## config.mk

```make
export PLATFORM = sky130hd
export DESIGN_NAME = pdm_port_mux
export DESIGN_NICKNAME = d
export VERILOG_FILES = /design/src/logic/pdm_pin_cell.v /design/src/logic/pdm_port_mux.v
export VERILOG_INCLUDE_DIRS = /design/src /design/src/shared
export SDC_FILE = /design/constraint.sdc
export NUM_CORES = 1
export LEC_CHECK = 0
export BUFFER_PORTS_ARGS = -buffer_cell sky130_fd_sc_hd__clkbuf_2
export CORE_AREA = 8 8 138 140
export DETAILED_ROUTE_END_ITERATION = 12
export DIE_AREA = 0 0 146 148
export GPL_TIMING_DRIVEN = 0
export HOLD_SLACK_MARGIN = 0.08
export PLACE_DENSITY = 0.83
export SLEW_MARGIN = 15
export SYNTH_ARGS = -nofsm -noshare
export SYNTH_HDL_FRONTEND = slang
export SYNTH_SLANG_ARGS = --single-unit
```

## constraint.sdc

```tcl
create_clock -name sys_clk -period 10.3 [get_ports sys_clk]
set_input_delay 1.03 -clock sys_clk [delete_from_list [all_inputs] [get_ports sys_clk]]
set_output_delay 1.03 -clock sys_clk [all_outputs]
set_load 0.02 [all_outputs]
```

## src/shared/pdm_consts.vh

```
`ifndef PDM_CONSTS_VH
`define PDM_CONSTS_VH

// register offsets on the plain register port
`define PDM_ADDR_A_LATCH 4'h0
`define PDM_ADDR_A_DIR 4'h1
`define PDM_ADDR_A_PIN 4'h2
`define PDM_ADDR_B_LATCH 4'h3
`define PDM_ADDR_B_DIR 4'h4
`define PDM_ADDR_B_PIN 4'h5
`define PDM_ADDR_C_LATCH 4'h6
`define PDM_ADDR_D_LATCH 4'h7
`define PDM_ADDR_D_DIR 4'h8
`define PDM_ADDR_D_PIN 4'h9
`define PDM_ADDR_E_LATCH 4'ha
`define PDM_ADDR_E_DIR 4'hb
`define PDM_ADDR_E_PIN 4'hc
`define PDM_ADDR_CTRL 4'hd

// control register fields
`define PDM_CTRL_XMEM 0
`define PDM_CTRL_PUD 1

// reset values
`define PDM_RST_LATCH 8'h00
`define PDM_RST_DIR 8'h00
`define PDM_RST_CTRL 2'h0

// pin numbers inside the flat pin vector {E[2:0], D, B, A}
`define PDM_PIN_COUNT 27
`define PDM_D_BASE 16
`define PDM_E_BASE 24

`endif

```

## src/logic/pdm_pin_cell.v

```verilog
`timescale 1ns/1ns
`include "pdm_consts.vh"

module pdm_pin_cell (
    // clock and reset
    input wire sys_clk,
    input wire rst,
    // register settings
    input wire latchBit,
    input wire dirBit,
    input wire pullupDisable,
    input wire inputEnable,
    // override controls
    input wire pullupOverrideEnable,
    input wire pullupOverrideValue,
    input wire directionOverrideEnable,
    input wire directionOverrideValue,
    input wire valueOverrideEnable,
    input wire valueOverrideValue,
    input wire inputEnableOverrideEnable,
    input wire inputEnableOverrideValue,
    // pad side
    input wire padIn,
    output reg padOut_q,
    output reg padOeN_q,
    output reg padPullup_q,
    // sampled level
    output reg pinSample_q
);

    reg sync1_q;
    reg sync2_q;
    wire dirEff;
    wire dieEff;

    // each override enable replaces the register setting
    assign dirEff = directionOverrideEnable ? directionOverrideValue : dirBit;
    assign dieEff = inputEnableOverrideEnable ? inputEnableOverrideValue : inputEnable;

    // pad drive, registered so the pad never sees a glitching mux
    always @(posedge sys_clk or posedge rst) begin
        if (rst) begin
            padOut_q <= 1'b0;
            padOeN_q <= 1'b1;
            padPullup_q <= 1'b0;
        end else begin
            padOut_q <= valueOverrideEnable ? valueOverrideValue : latchBit;
            padOeN_q <= ~dirEff;
            padPullup_q <= pullupOverrideEnable ? pullupOverrideValue
                : (latchBit & ~dirBit & ~pullupDisable);
        end
    end

    // two-flop synchroniser, then input gate
    always @(posedge sys_clk or posedge rst) begin
        if (rst) begin
            sync1_q <= 1'b0;
            sync2_q <= 1'b0;
            pinSample_q <= 1'b0;
        end else begin
            sync1_q <= padIn;
            sync2_q <= sync1_q;
            pinSample_q <= dieEff & sync2_q;
        end
    end

endmodule

```

## src/logic/pdm_port_mux.v

```verilog
`timescale 1ns/1ns
`include "pdm_consts.vh"

// How it works
// - memory enable: PD7 drives read strobe
// - memory enable: PD6 drives store strobe
// - PD5 carries compare A when enabled
// - PD4 direction picks serial clock role
// - serial clock only in synchronous mode
// - PD3 interrupt forces input enable on
// - PD2 interrupt forces input enable on
// - PD2 direction picks second clock role
// - transmitter forces PD1 output, no pull-up
// - receiver forces PD0 input, feeds receiver
// - PD0 pull-up follows latch and disable
// - PE2 carries compare B when enabled
// - memory enable: PE1 drives latch enable
// - PE0 sample feeds capture trigger
// - PE0 interrupt forces input enable on
// - direction registers reset to inputs
// - output latches reset to zero
// - pin registers return sampled levels
module pdm_port_mux (
    // clock and reset
    input wire sys_clk,
    input wire rst,
    // register port
    input wire [3:0] regAddr,
    input wire [7:0] regWdata,
    input wire regWr,
    input wire regRd,
    output reg [7:0] regRdata_q,
    // peripheral controls
    input wire sleepInputGate,
    input wire extMemReadStrobe,
    input wire extMemStoreStrobe,
    input wire extMemAddrLatchEnable,
    input wire timer1CompareAEnable,
    input wire timer1CompareAOut,
    input wire timer1CompareBEnable,
    input wire timer1CompareBOut,
    input wire serialSyncMode,
    input wire serialClockOut,
    input wire transmitterEnable,
    input wire transmitData,
    input wire receiverEnable,
    input wire extIrqZeroEnable,
    input wire extIrqOneEnable,
    input wire extIrqTwoEnable,
    // values to peripherals
    output reg receiveData_q,
    output reg serialClockIn_q,
    output reg secondClockIn_q,
    output reg extIrqZeroInput_q,
    output reg extIrqOneInput_q,
    output reg extIrqTwoInput_q,
    output reg captureTriggerInput_q,
    output reg [7:0] portCLatch_q,
    // pads {E[2:0], D, B, A}
    input wire [26:0] padIn,
    output wire [26:0] padOut,
    output wire [26:0] padOeN,
    output wire [26:0] padPullup
);

    // software-visible register state
    reg [7:0] aLatch_q;
    reg [7:0] aDir_q;
    reg [7:0] bLatch_q;
    reg [7:0] bDir_q;
    reg [7:0] dLatch_q;
    reg [7:0] dDir_q;
    reg [2:0] eLatch_q;
    reg [2:0] eDir_q;
    reg [1:0] ctrl_q;
    reg [7:0] rdData_d;

    // decoded control bits and flat per-pin vectors
    wire extMemEnable;
    wire pullupDisable;
    wire serialClockOutEnable;
    wire [26:0] latchAll;
    wire [26:0] dirAll;
    wire [26:0] pinSample;
    // override vectors, one bit per pin, built by the table below
    reg [26:0] pullup_override_enable;
    reg [26:0] pullup_override_value;
    reg [26:0] direction_override_enable;
    reg [26:0] direction_override_value;
    reg [26:0] value_override_enable;
    reg [26:0] value_override_value;
    reg [26:0] input_enable_override_enable;
    reg [26:0] input_enable_override_value;

    // control register fields and flattened register views
    assign extMemEnable = ctrl_q[`PDM_CTRL_XMEM];
    assign pullupDisable = ctrl_q[`PDM_CTRL_PUD];
    assign latchAll = {eLatch_q, dLatch_q, bLatch_q, aLatch_q};
    assign dirAll = {eDir_q, dDir_q, bDir_q, aDir_q};

    // serial clock drives out only in synchronous mode with direction set
    assign serialClockOutEnable = serialSyncMode & dDir_q[4];

    // register writes; the pin registers have no write path at all
    always @(posedge sys_clk or posedge rst) begin
        if (rst) begin
            aLatch_q <= `PDM_RST_LATCH;
            bLatch_q <= `PDM_RST_LATCH;
            portCLatch_q <= `PDM_RST_LATCH;
            dLatch_q <= `PDM_RST_LATCH;
            eLatch_q <= 3'h0;
            aDir_q <= `PDM_RST_DIR;
            bDir_q <= `PDM_RST_DIR;
            dDir_q <= `PDM_RST_DIR;
            eDir_q <= 3'h0;
            ctrl_q <= `PDM_RST_CTRL;
        end else if (regWr) begin
            // one register per offset; port e and ctrl keep low bits only
            case (regAddr)
                `PDM_ADDR_A_LATCH: aLatch_q <= regWdata;
                `PDM_ADDR_A_DIR: aDir_q <= regWdata;
                `PDM_ADDR_B_LATCH: bLatch_q <= regWdata;
                `PDM_ADDR_B_DIR: bDir_q <= regWdata;
                `PDM_ADDR_C_LATCH: portCLatch_q <= regWdata;
                `PDM_ADDR_D_LATCH: dLatch_q <= regWdata;
                `PDM_ADDR_D_DIR: dDir_q <= regWdata;
                `PDM_ADDR_E_LATCH: eLatch_q <= regWdata[2:0];
                `PDM_ADDR_E_DIR: eDir_q <= regWdata[2:0];
                `PDM_ADDR_CTRL: ctrl_q <= regWdata[1:0];
                default: ; // pin registers and holes ignore writes
            endcase
        end
    end

    // read mux; unmapped offsets and unused port E bits read zero
    always @* begin
        rdData_d = 8'h00;
        case (regAddr)
            `PDM_ADDR_A_LATCH: rdData_d = aLatch_q;
            `PDM_ADDR_A_DIR: rdData_d = aDir_q;
            `PDM_ADDR_A_PIN: rdData_d = pinSample[7:0];
            `PDM_ADDR_B_LATCH: rdData_d = bLatch_q;
            `PDM_ADDR_B_DIR: rdData_d = bDir_q;
            `PDM_ADDR_B_PIN: rdData_d = pinSample[15:8];
            `PDM_ADDR_C_LATCH: rdData_d = portCLatch_q;
            `PDM_ADDR_D_LATCH: rdData_d = dLatch_q;
            `PDM_ADDR_D_DIR: rdData_d = dDir_q;
            `PDM_ADDR_D_PIN: rdData_d = pinSample[23:16];
            `PDM_ADDR_E_LATCH: rdData_d = {5'h00, eLatch_q};
            `PDM_ADDR_E_DIR: rdData_d = {5'h00, eDir_q};
            `PDM_ADDR_E_PIN: rdData_d = {5'h00, pinSample[26:24]};
            `PDM_ADDR_CTRL: rdData_d = {6'h00, ctrl_q};
            default: rdData_d = 8'h00;
        endcase
    end

    // read data stands only in the cycle after the read strobe
    always @(posedge sys_clk or posedge rst) begin
        if (rst) begin
            regRdata_q <= 8'h00;
        end else if (regRd) begin
            regRdata_q <= rdData_d;
        end else begin
            regRdata_q <= 8'h00;
        end
    end

    // override table; ports a and b carry no overrides in this block.
    // every port d and e pin lists all eight controls, so a role that
    // leaves a control alone shows as an explicit zero, not a default
    always @* begin
        pullup_override_enable = 27'h0;
        pullup_override_value = 27'h0;
        direction_override_enable = 27'h0;
        direction_override_value = 27'h0;
        value_override_enable = 27'h0;
        value_override_value = 27'h0;
        input_enable_override_enable = 27'h0;
        input_enable_override_value = 27'h0;
        // pd7 read strobe
        pullup_override_enable[`PDM_D_BASE + 7] = extMemEnable;
        pullup_override_value[`PDM_D_BASE + 7] = 1'b0;
        direction_override_enable[`PDM_D_BASE + 7] = extMemEnable;
        direction_override_value[`PDM_D_BASE + 7] = 1'b1;
        value_override_enable[`PDM_D_BASE + 7] = extMemEnable;
        value_override_value[`PDM_D_BASE + 7] = extMemReadStrobe;
        input_enable_override_enable[`PDM_D_BASE + 7] = 1'b0;
        input_enable_override_value[`PDM_D_BASE + 7] = 1'b0;
        // pd6 store strobe
        pullup_override_enable[`PDM_D_BASE + 6] = extMemEnable;
        pullup_override_value[`PDM_D_BASE + 6] = 1'b0;
        direction_override_enable[`PDM_D_BASE + 6] = extMemEnable;
        direction_override_value[`PDM_D_BASE + 6] = 1'b1;
        value_override_enable[`PDM_D_BASE + 6] = extMemEnable;
        value_override_value[`PDM_D_BASE + 6] = extMemStoreStrobe;
        input_enable_override_enable[`PDM_D_BASE + 6] = 1'b0;
        input_enable_override_value[`PDM_D_BASE + 6] = 1'b0;
        // pd5 compare a; direction stays with the register
        pullup_override_enable[`PDM_D_BASE + 5] = 1'b0;
        pullup_override_value[`PDM_D_BASE + 5] = 1'b0;
        direction_override_enable[`PDM_D_BASE + 5] = 1'b0;
        direction_override_value[`PDM_D_BASE + 5] = 1'b0;
        value_override_enable[`PDM_D_BASE + 5] = timer1CompareAEnable;
        value_override_value[`PDM_D_BASE + 5] = timer1CompareAOut;
        input_enable_override_enable[`PDM_D_BASE + 5] = 1'b0;
        input_enable_override_value[`PDM_D_BASE + 5] = 1'b0;
        // pd4 serial clock out; direction stays with the register
        pullup_override_enable[`PDM_D_BASE + 4] = 1'b0;
        pullup_override_value[`PDM_D_BASE + 4] = 1'b0;
        direction_override_enable[`PDM_D_BASE + 4] = 1'b0;
        direction_override_value[`PDM_D_BASE + 4] = 1'b0;
        value_override_enable[`PDM_D_BASE + 4] = serialClockOutEnable;
        value_override_value[`PDM_D_BASE + 4] = serialClockOut;
        input_enable_override_enable[`PDM_D_BASE + 4] = 1'b0;
        input_enable_override_value[`PDM_D_BASE + 4] = 1'b0;
        // pd3 interrupt one keeps the input alive in sleep
        pullup_override_enable[`PDM_D_BASE + 3] = 1'b0;
        pullup_override_value[`PDM_D_BASE + 3] = 1'b0;
        direction_override_enable[`PDM_D_BASE + 3] = 1'b0;
        direction_override_value[`PDM_D_BASE + 3] = 1'b0;
        value_override_enable[`PDM_D_BASE + 3] = 1'b0;
        value_override_value[`PDM_D_BASE + 3] = 1'b0;
        input_enable_override_enable[`PDM_D_BASE + 3] = extIrqOneEnable;
        input_enable_override_value[`PDM_D_BASE + 3] = 1'b1;
        // pd2 interrupt zero, also the second clock pin
        pullup_override_enable[`PDM_D_BASE + 2] = 1'b0;
        pullup_override_value[`PDM_D_BASE + 2] = 1'b0;
        direction_override_enable[`PDM_D_BASE + 2] = 1'b0;
        direction_override_value[`PDM_D_BASE + 2] = 1'b0;
        value_override_enable[`PDM_D_BASE + 2] = 1'b0;
        value_override_value[`PDM_D_BASE + 2] = 1'b0;
        input_enable_override_enable[`PDM_D_BASE + 2] = extIrqZeroEnable;
        input_enable_override_value[`PDM_D_BASE + 2] = 1'b1;
        // pd1 transmit data
        pullup_override_enable[`PDM_D_BASE + 1] = transmitterEnable;
        pullup_override_value[`PDM_D_BASE + 1] = 1'b0;
        direction_override_enable[`PDM_D_BASE + 1] = transmitterEnable;
        direction_override_value[`PDM_D_BASE + 1] = 1'b1;
        value_override_enable[`PDM_D_BASE + 1] = transmitterEnable;
        value_override_value[`PDM_D_BASE + 1] = transmitData;
        input_enable_override_enable[`PDM_D_BASE + 1] = 1'b0;
        input_enable_override_value[`PDM_D_BASE + 1] = 1'b0;
        // pd0 receive data, pull-up still software controlled
        pullup_override_enable[`PDM_D_BASE] = receiverEnable;
        pullup_override_value[`PDM_D_BASE] = dLatch_q[0] & ~pullupDisable;
        direction_override_enable[`PDM_D_BASE] = receiverEnable;
        direction_override_value[`PDM_D_BASE] = 1'b0;
        value_override_enable[`PDM_D_BASE] = 1'b0;
        value_override_value[`PDM_D_BASE] = 1'b0;
        input_enable_override_enable[`PDM_D_BASE] = 1'b0;
        input_enable_override_value[`PDM_D_BASE] = 1'b0;
        // pe2 compare b; direction stays with the register
        pullup_override_enable[`PDM_E_BASE + 2] = 1'b0;
        pullup_override_value[`PDM_E_BASE + 2] = 1'b0;
        direction_override_enable[`PDM_E_BASE + 2] = 1'b0;
        direction_override_value[`PDM_E_BASE + 2] = 1'b0;
        value_override_enable[`PDM_E_BASE + 2] = timer1CompareBEnable;
        value_override_value[`PDM_E_BASE + 2] = timer1CompareBOut;
        input_enable_override_enable[`PDM_E_BASE + 2] = 1'b0;
        input_enable_override_value[`PDM_E_BASE + 2] = 1'b0;
        // pe1 address latch enable
        pullup_override_enable[`PDM_E_BASE + 1] = extMemEnable;
        pullup_override_value[`PDM_E_BASE + 1] = 1'b0;
        direction_override_enable[`PDM_E_BASE + 1] = extMemEnable;
        direction_override_value[`PDM_E_BASE + 1] = 1'b1;
        value_override_enable[`PDM_E_BASE + 1] = extMemEnable;
        value_override_value[`PDM_E_BASE + 1] = extMemAddrLatchEnable;
        input_enable_override_enable[`PDM_E_BASE + 1] = 1'b0;
        input_enable_override_value[`PDM_E_BASE + 1] = 1'b0;
        // pe0 interrupt two and capture trigger
        pullup_override_enable[`PDM_E_BASE] = 1'b0;
        pullup_override_value[`PDM_E_BASE] = 1'b0;
        direction_override_enable[`PDM_E_BASE] = 1'b0;
        direction_override_value[`PDM_E_BASE] = 1'b0;
        value_override_enable[`PDM_E_BASE] = 1'b0;
        value_override_value[`PDM_E_BASE] = 1'b0;
        input_enable_override_enable[`PDM_E_BASE] = extIrqTwoEnable;
        input_enable_override_value[`PDM_E_BASE] = 1'b1;
    end

    // one cell per pin; the cells hold the pad flops, so every pad
    // output is registered and no override mux glitch reaches a pin
    genvar gi;
    generate
        for (gi = 0; gi < `PDM_PIN_COUNT; gi = gi + 1) begin : gPin
            pdm_pin_cell uCell (
                // clock and reset
                .sys_clk(sys_clk),
                .rst(rst),
                // register settings
                .latchBit(latchAll[gi]),
                .dirBit(dirAll[gi]),
                .pullupDisable(pullupDisable),
                .inputEnable(~sleepInputGate),
                // override controls
                .pullupOverrideEnable(pullup_override_enable[gi]),
                .pullupOverrideValue(pullup_override_value[gi]),
                .directionOverrideEnable(direction_override_enable[gi]),
                .directionOverrideValue(direction_override_value[gi]),
                .valueOverrideEnable(value_override_enable[gi]),
                .valueOverrideValue(value_override_value[gi]),
                .inputEnableOverrideEnable(input_enable_override_enable[gi]),
                .inputEnableOverrideValue(input_enable_override_value[gi]),
                // pad side
                .padIn(padIn[gi]),
                .padOut_q(padOut[gi]),
                .padOeN_q(padOeN[gi]),
                .padPullup_q(padPullup[gi]),
                // sampled level
                .pinSample_q(pinSample[gi])
            );
        end
    endgenerate

    // sampled levels handed to the peripherals; one extra stage so each
    // output is a flop even where a role gate sits in front of it
    always @(posedge sys_clk or posedge rst) begin
        if (rst) begin
            receiveData_q <= 1'b0;
            serialClockIn_q <= 1'b0;
            secondClockIn_q <= 1'b0;
            extIrqZeroInput_q <= 1'b0;
            extIrqOneInput_q <= 1'b0;
            extIrqTwoInput_q <= 1'b0;
            captureTriggerInput_q <= 1'b0;
        end else begin
            // role gates, so an idle peripheral sees a quiet zero
            receiveData_q <= receiverEnable & pinSample[`PDM_D_BASE];
            serialClockIn_q <= serialSyncMode & ~dDir_q[4]
                & pinSample[`PDM_D_BASE + 4];
            secondClockIn_q <= ~dDir_q[2] & pinSample[`PDM_D_BASE + 2];
            // interrupts see the pin even when it is an output
            extIrqZeroInput_q <= pinSample[`PDM_D_BASE + 2];
            extIrqOneInput_q <= pinSample[`PDM_D_BASE + 3];
            extIrqTwoInput_q <= pinSample[`PDM_E_BASE];
            captureTriggerInput_q <= pinSample[`PDM_E_BASE];
        end
    end

endmodule

```

**Yosys cells after proc, flatten, opt, wreduce, memory -nomap -nowiden**

Index checks and enable logic that the tools add are counted.

- Latch bits: 0
- Input bits: 59
- Output and inout port bits: 104
- Memory bits (read-only): 0
- RAM bits: 0
- Logic and storage cells: 346
- Bits in registers: 240
- Memories: 0

- Bitwise gates (word level): 121
- Shifts and indexed selects: 0
- Eq/ne operators: 13
- $mul: 0
- Div/mod/pow operators: 0
- Reduce and logical (&&, ||, !) cells: 11
- Magnitude comparators: 0
- Add/subtract/negate cells: 0
- Mux-type cells: 22

Operators with widths:

| operator | count |
|---|---|
| 8-bit one-hot mux with 14 select lines | 1 |
| 1-bit AND | 87 |
| 1-bit NOT | 34 |
| 4-bit equality test, second input constant | 6 |
| 1-bit two-way mux | 20 |
| 2-bit AND reduction | 10 |
| 4-bit by 3-bit equality test with 1-bit output, second input constant | 4 |
| 4-bit by 2-bit equality test with 1-bit output, second input constant | 2 |
| 8-bit two-way mux | 1 |
| 4-bit by 1-bit equality test with 1-bit output, second input constant | 1 |
| 4-bit zero test | 1 |

**Depth between registers and ports, before layout**

Gate-level depths: netlist (run 1).

- Depth in word-level cells: 4
- Mapped depth: 7
- Gate-level depth less buffers: 4

**By module**

From an unflattened synthesis (run 1), not the netlist that was laid out.

- Cells, all modules: 703
- Area total of the unflattened synthesis: 9676.8 um^2

Modules (own cells, without submodules):

| module | sequential area each (um^2) | times used | area each (um^2) | cells each |
|---|---|---|---|---|
| pdm_pin_cell | 151.4 | 27 | 214.0 | 15 |
| pdm_port_mux | 1951.9 | 1 | 3900.0 | 298 |

**Worst setup path before layout (run 1)**

No wires, ideal clock.

- Path kind: input to register
- Start: input regAddr[2]
- End: register bLatch_q[2]
- Setup slack: 8133 ps
- Data arrival time: 2042 ps
- Buffers on the path: 1
- Stages on the path: 4
- Setup time: 125 ps
- Cell sequence: buf_2 > or2_2 > nor2_4 > mux2_2

- Word-level cells in the longest chain between the ends: 2

Ends and longest elaborated chain:

| element | RTL line | RTL |
|---|---|---|
| start, declared | pdm_port_mux.v:28 | `input wire [3:0] regAddr,` |
| 4-bit by 2-bit equality test with 1-bit output | pdm_port_mux.v:119 | `case (regAddr)` |
| 2-bit AND reduction (no line) | -- |  |
| end signal, assigned | pdm_port_mux.v:108 | `` bLatch_q <= `PDM_RST_LATCH; `` |
| end signal, assigned | pdm_port_mux.v:122 | `` `PDM_ADDR_B_LATCH: bLatch_q <= regWdata; `` |
| end, declared | pdm_port_mux.v:69 | `reg [7:0] bLatch_q;` |

Every way passes these cells.
A chain may end at the register's enable or synchronous reset.

**Final worst setup path (run 1)**

- Start: register gPin[26].uCell.padOeN_q
- End: output padOeN[26]

RTL lines:

| element | RTL line | RTL |
|---|---|---|
| start, declared | pdm_pin_cell.v:25 | `output reg padOeN_q,` |
| start signal, assigned | pdm_pin_cell.v:48 | `padOeN_q <= ~dirEff;` |
| end, declared | pdm_port_mux.v:62 | `output wire [26:0] padOeN,` |

No word-level cell between the ends.

==> results.yml, run 1 <==
worst_setup_path:
  ff2ff_setup_slack_ns: 8.57
  r2r_end: "gPin[15].uCell.padPullup_q"
  worstPathCellList: "buf_4, clkbuf_2"
  crit_slowest_cell: "dfstp_2"
  reg2reg_depth: 3
  setup.worst_path.end_class: "output port"
  crit_required_ns: 9.27
  rr_startpoint: "ctrl_q[1]"
  worstSetupPathType: "register to output port"
  max_stage_delay_ns: 0.53
  crit_end: "padOeN[26]"
  start_kind: "register"
  startpoint: "gPin[26].uCell.padOeN_q"
  arrival_ns: 1.30
  crit_fanout: 1
global_route:
  grt_max_degree: 96
  grt_pass1_wl_um: 32060
  antenna_found_initial: 2
  track_usage_pct: 18.83
  grt-ovfl-total: 0
  grt_pass1_vias: 5754
final_layout:
  area_growth_pct: 22.36
  final_layout_size_suffix_gt1_share_pct: 49.94
  multiInputGateArea_sq_um: 2145
  final_cells: 1066
  seq_area_sq_um: 6040
  final_cell_mix: "213 x dfrtp_1, 160 x clkbuf_2, 88 x buf_4, 74 x mux2_2, 33 x nor2b_1"
  fin_area_sq_um: 11060
  final_util_pct: 65.30
  fillCellCount: 1292
  layout_commonest_cell: "dfrtp_1"
  layout.nets: 880
synthesis:
  synth-async-reset-ratio_pct: 100.0
  synth_flop_cell: "dfrtp_1"
  synth_seq_area_share_pct: 66.82
  yosysWarnings: 0
  ys_seq_elements: 240
  synth_area_sq_um: 9039
  synth_nets: 692
  synth-edff-count: 0
  synth.largest_area_cell: "dfrtp_1"
  synthCells: 633
  syn_avg_cell_area_sq_um: 14.28
  synth_top_area_share_pct: 58.97
  netlist_top_cells_area: "dfrtp_1 59%, mux2_2 9.2%, dfstp_2 7.8%"
  synth.distinct_cells: 50
die:
  row_count: 48
  die-area_sq_um: 21610
  start_util_pct: 53.37
  core_region_area_sq_um: 16940
  io_pins: 163
  die_w_um: 146
  die_h_um: 148
clock_network:
  clock_insertion_delay_worst_skew_ns: 0.52
  cts_buffer_depth: 3
  cts_tree: "yes"
  cts_sinks: 240
  hold_buffers: 0
  clock-root-buffer: "clkbuf_16"
  ctsResizeCount: 0
  post_cts.repair.setup_buffers: 0
  clkSlewWorstSetupHoldPaths_ns: 0.06
  cts_buffers: 24
  cts_htree_levels: 1
routing:
  antenna_left: 0
  wl_um: 20280
  post-route-drc-count: 0
  dr_total_vias: 5406
  wl_per_cell_um: 19.02
  first_pass_iters: 5
  via_per_inst: 5.071
  dr.first_iter.drc_count: 393
run:
  cap_violations: 0
timing:
  fin_crit_ns: 2.334
  relSlewSlack_pct: 34.66
  setup_viol: 0
  whs_ns: 0.3388
  hold_viol: 0
  fin_skew_ns: 0.02722
  fin_ws_ns: 7.966
  worst_pin_slew_ns: 0.9780
  rsz0062_at_grt: "no"
  report.final.slew_viol_count: 0
  final.setup.tns_ns: 0
  fin_crit_sh_pct: 22.66
  fmax_ghz: 0.4284
power_and_ir_drop:
  total_leakage_power_nw: 5.386
  vdd_drop_max_mv: 0.1503
  power_mw: 2.617
  power.density_nw_per_um2: 236.7
worst_hold_path:
  min_path_type: "register to register"
  min_path_cells: 0
placed_design:
  dp_hpwl_um: 14410
  pre_cts_ws_ns: 7.650
  placed_cell_area_sq_um: 10180
  io_buffers: 160
  gp_congestion: 0.9155
  placed_cells: 1020
status:
  outcome: "finished, final reports clean"
==> how the worst min path moves through the flow <==
| stage | from | endpoint | slack, ns |
|---|---|---|---|
| floorplan | gPin[0].uCell.sync1_q | gPin[0].uCell.sync2_q | 0.33 |
| global placement | gPin[24].uCell.sync1_q | gPin[24].uCell.sync2_q | 0.33 |
| detailed placement | gPin[3].uCell.sync1_q | gPin[3].uCell.sync2_q | 0.33 |
| CTS | gPin[19].uCell.sync1_q | gPin[19].uCell.sync2_q | 0.34 |
| global route | gPin[20].uCell.sync1_q | gPin[20].uCell.sync2_q | 0.35 |
| finish | gPin[20].uCell.sync1_q | gPin[20].uCell.sync2_q | 0.34 |
==> layer usage <==
metal  wire length (um)  track usage [%]
met5                  0                0
met4                470            6.337
met3               1619            4.953
met2              10180            31.72
met1               8005            23.27
==> flip-flops by register name, indices dropped and copies added (netlist names), 27 cells and up <==
register	count
gPin.uCell.sync1_q	27
gPin.uCell.padOut_q	27
gPin.uCell.padOeN_q	27
gPin.uCell.padPullup_q	27
gPin.uCell.pinSample_q	27
gPin.uCell.sync2_q	27
==> Yosys cell counts (3+ instances only) <==
master and instances:
a21boi_0 3, a221oi_1 10, a222oi_1 4, a22o_1 10
a31oi_1 8, a32o_1 3, and3_1 3, and3b_1 4
buf_1 3, buf_2 8, buf_4 88, clkbuf_1 5
dfrtp_1 213, dfstp_2 27, inv_1 30, mux2_2 74
mux2i_1 6, nand2_1 12, nand2_2 3, nand2b_1 3
nand3_1 7, nor2_1 9, nor2b_1 33, nor3b_1 22
nor4b_1 4, o21ai_0 3
==> power breakdown <==
part           leakage (nW)  internal, mW  switching, mW
clock                 0.420         0.557          0.364
sequential             2.92          1.11         0.0937
combinational          2.05         0.234          0.262
total                  5.39          1.90          0.720
==> cell families after synthesis <==
family                 Yosys count  synth area share, %
multiplexers                    81                10.13
AO/OA/AOI/OAI                   58                5.219
buffers and inverters          135                9.455
AND/OR/NAND/NOR                119                8.375
flip-flops                     240                66.82
==> critical path: cells and delay by family (launching register included) <==
kind | cells | cell delay (ns)
flip-flops | 1 | 0.53
buffers and inverters | 2 | 0.25
==> area by class of cell <==
type,count,area share [%]
multi-input cells,258,19.39
clock buffers,27,5.804
clock inverters,17,2.070
flip-flops and latches,240,54.61
diodes,2,0.04525
well taps,225,2.546
inverters,30,1.086
plain buffers,105,6.709
repair buffers,162,7.738
(Power assumes the default switching activity.)
==> run 2: changes to the inputs <==
Clock period 10.3 ns to 2.24 ns, I/O delays scaled along.
==> run 2 against run 1 <==
Against the previous run: via count is 5.1% higher; global-route usage is 1.5 points higher; die area stayed put; critical path depth is 1 higher; first-iteration DRC count is 12% lower; clock power grew to 4.5 times the previous value; cell area is 4.7% higher; critical path type is now register to register; largest power group unchanged.
==> results.yml, run 2 (same netlist as run 1, synthesis figures left out) <==
worst_hold_path:
  min_path_type: "input pin to register"
placed_design:
  placed_cell_area_sq_um: 10240
  dp_hpwl_um: 14680
  io_buffers: 160
  gp_congestion: 0.8848
  placed_cells: 1024
global_route:
  grt_max_degree: 41
  grt-ovfl-total: 0
  track_usage_pct: 20.35
  grt_pass1_vias: 6064
  antenna_found_initial: 2
  grt_pass1_wl_um: 34440
timing:
  rsz0062_at_grt: "no"
  worst_pin_slew_ns: 0.7958
  fin_crit_ns: 1.851
  setup_viol: 0
  fin_skew_ns: 0.007598
  relSlewSlack_pct: 46.95
  report.final.slew_viol_count: 0
  fmax_ghz: 0.5404
  fin_crit_sh_pct: 82.62
  hold_viol: 0
run:
  cap_violations: 0
clock_network:
  cts_buffer_depth: 3
  cts_buffers: 23
  post_cts.repair.setup_buffers: 0
  cts_htree_levels: 1
  clock_insertion_delay_worst_skew_ns: 0.50
  cts_tree: "yes"
  clock-root-buffer: "clkbuf_16"
  cts_sinks: 240
  clkSlewWorstSetupHoldPaths_ns: 0.07
final_layout:
  final_cell_mix: "213 x dfrtp_1, 160 x clkbuf_2, 88 x buf_4, 74 x mux2_2, 50 x dlygate4sd3_1"
  fillCellCount: 1197
  layout_commonest_cell: "dfrtp_1"
  area_growth_pct: 28.13
  final_cells: 1116
  layout.nets: 933
  fin_area_sq_um: 11580
  final_layout_size_suffix_gt1_share_pct: 47.08
power_and_ir_drop:
  vdd_drop_max_mv: 0.8013
  p_clk_share_pct: 34.6
  swShare_pct: 27.00
  p_comb_share_pct: 19.8
  intPower_mw: 8.825
  power.density_nw_per_um2: 1044
  total_leakage_power_nw: 5.609
  seqPwrFrac_pct: 45.6
  switching_power_mw: 3.265
  power_mw: 12.09
worst_setup_path:
  arrival_ns: 2.18
  worstSetupPathType: "register to register"
  cpLargestDelayFamily: "buffers and inverters"
  crit_slowest_cell: "buf_1"
  setup.worst_path.end_class: "register"
  start_kind: "register"
  crit_required_ns: 2.57
  worstPathCellList: "clkbuf_1, buf_1, nor3b_1"
  crit_fanout: 10
  max_stage_delay_ns: 0.66
  critPathBufInv: 2
routing:
  wl_um: 21710
  via_per_inst: 5.093
  wl_per_cell_um: 19.45
  first_pass_iters: 7
  dr.first_iter.drc_count: 347
  dr_total_vias: 5684
  post-route-drc-count: 0
  antenna_left: 0
die:
  die-area_sq_um: 21610
  row_count: 48
  start_util_pct: 53.37
  die_h_um: 148
  io_pins: 163
  core_region_area_sq_um: 16940
  die_w_um: 146
status:
  outcome: "finished, final reports clean"
==> run 2: cell types whose count changed in the layout (fill, tap and decap cells not counted) <==
cell | before | now
clkbuf_8 | 3 | 4
clkinv_8 | 1 | 0
bufinv_16 | 4 | 5
clkbuf_16 | 24 | 23
buf_12 | 0 | 6
clkinv_2 | 3 | 5
inv_6 | 1 | 0
buf_16 | 2 | 0
clkbuf_1 | 5 | 6
inv_8 | 2 | 0
diode_2 | 2 | 1
dlygate4sd3_1 | 0 | 50
clkinv_4 | 4 | 1
==> run 2: worst paths after layout <==
path	cells past startpoint	startpoint	to	slack (ns)
worst max register to register	3	ctrl_q[1]	gPin[26].uCell.padPullup_q	0.39
worst min register to register	0	gPin[12].uCell.sync1_q	gPin[12].uCell.sync2_q	0.35
worst max-delay path	3	ctrl_q[1]	gPin[26].uCell.padPullup_q	0.39
max in group asynchronous	6	rst	gPin[9].uCell.padOeN_q	0.64
worst min-delay path	3	regWdata[0]	eDir_q[0]	0.19
min in group asynchronous	3	rst	extIrqOneInput_q	0.40
==> run 2: power groups by stage <==
stage,clock network (mW),logic [mW],registers (mW)
final,4.19,2.39,5.51
after global routing,4.42,2.57,5.59
after CTS,4.24,2.41,5.51
after detailed placement,0,2.32,5.58
after global placement,0,2.25,5.56
after floorplan,0,1.58,5.49
==> run 2: layout make-up <==
| cell class | instances | area, sq um | share of cell area [%] |
|---|---|---|---|
| Clock buffer | 28 | 634.4 | 5.478 |
| Multi-Input combinational cell | 258 | 2145 | 18.52 |
| Clock inverter | 13 | 198.9 | 1.718 |
| Sequential cell | 240 | 6040 | 52.15 |
| Antenna cell | 1 | 2.502 | 0.02161 |
| Buffer | 105 | 742.0 | 6.407 |
| Timing Repair Buffer | 216 | 1421 | 12.27 |
| Inverter | 30 | 116.4 | 1.005 |
| Tap cell | 225 | 281.5 | 2.431 |
==> run 2: through the flow <==
stage	setup WS, ns	TNS, ns	hold WS (ns)	util [%]
after global placement	-2.255	-508.12	0.3317	59.78
after global routing	0.3141	0	0.2456	68.38
after floorplan	-1.110	-244.29	0.2513	-
final	0.3894	0	0.1913	68.38
after detailed placement	0.3857	0	0.3337	60.49
after CTS	0.3978	0	0.1849	68.37
==> run 2: timing repair <==
item	CTS	global route
hold buffers	50	0
hold endpoints to repair	104	0
resized for setup	0	0
==> run 2: worst reg2reg max path, stage by stage, from the launching register on <==
cell	delay, ns
dfrtp_1	0.35
clkbuf_1	0.48
buf_1	0.66
nor3b_1	0.19
==> run 2: layer usage <==
layer | track usage (%) | share of wire (%) | wire length (um)
met3 | 4.555 | 6.6 | 1424
met5 | 0 | 0.041 | 9
met4 | 7.264 | 3.0 | 646
met2 | 35.42 | 51 | 11050
met1 | 24.54 | 39 | 8570
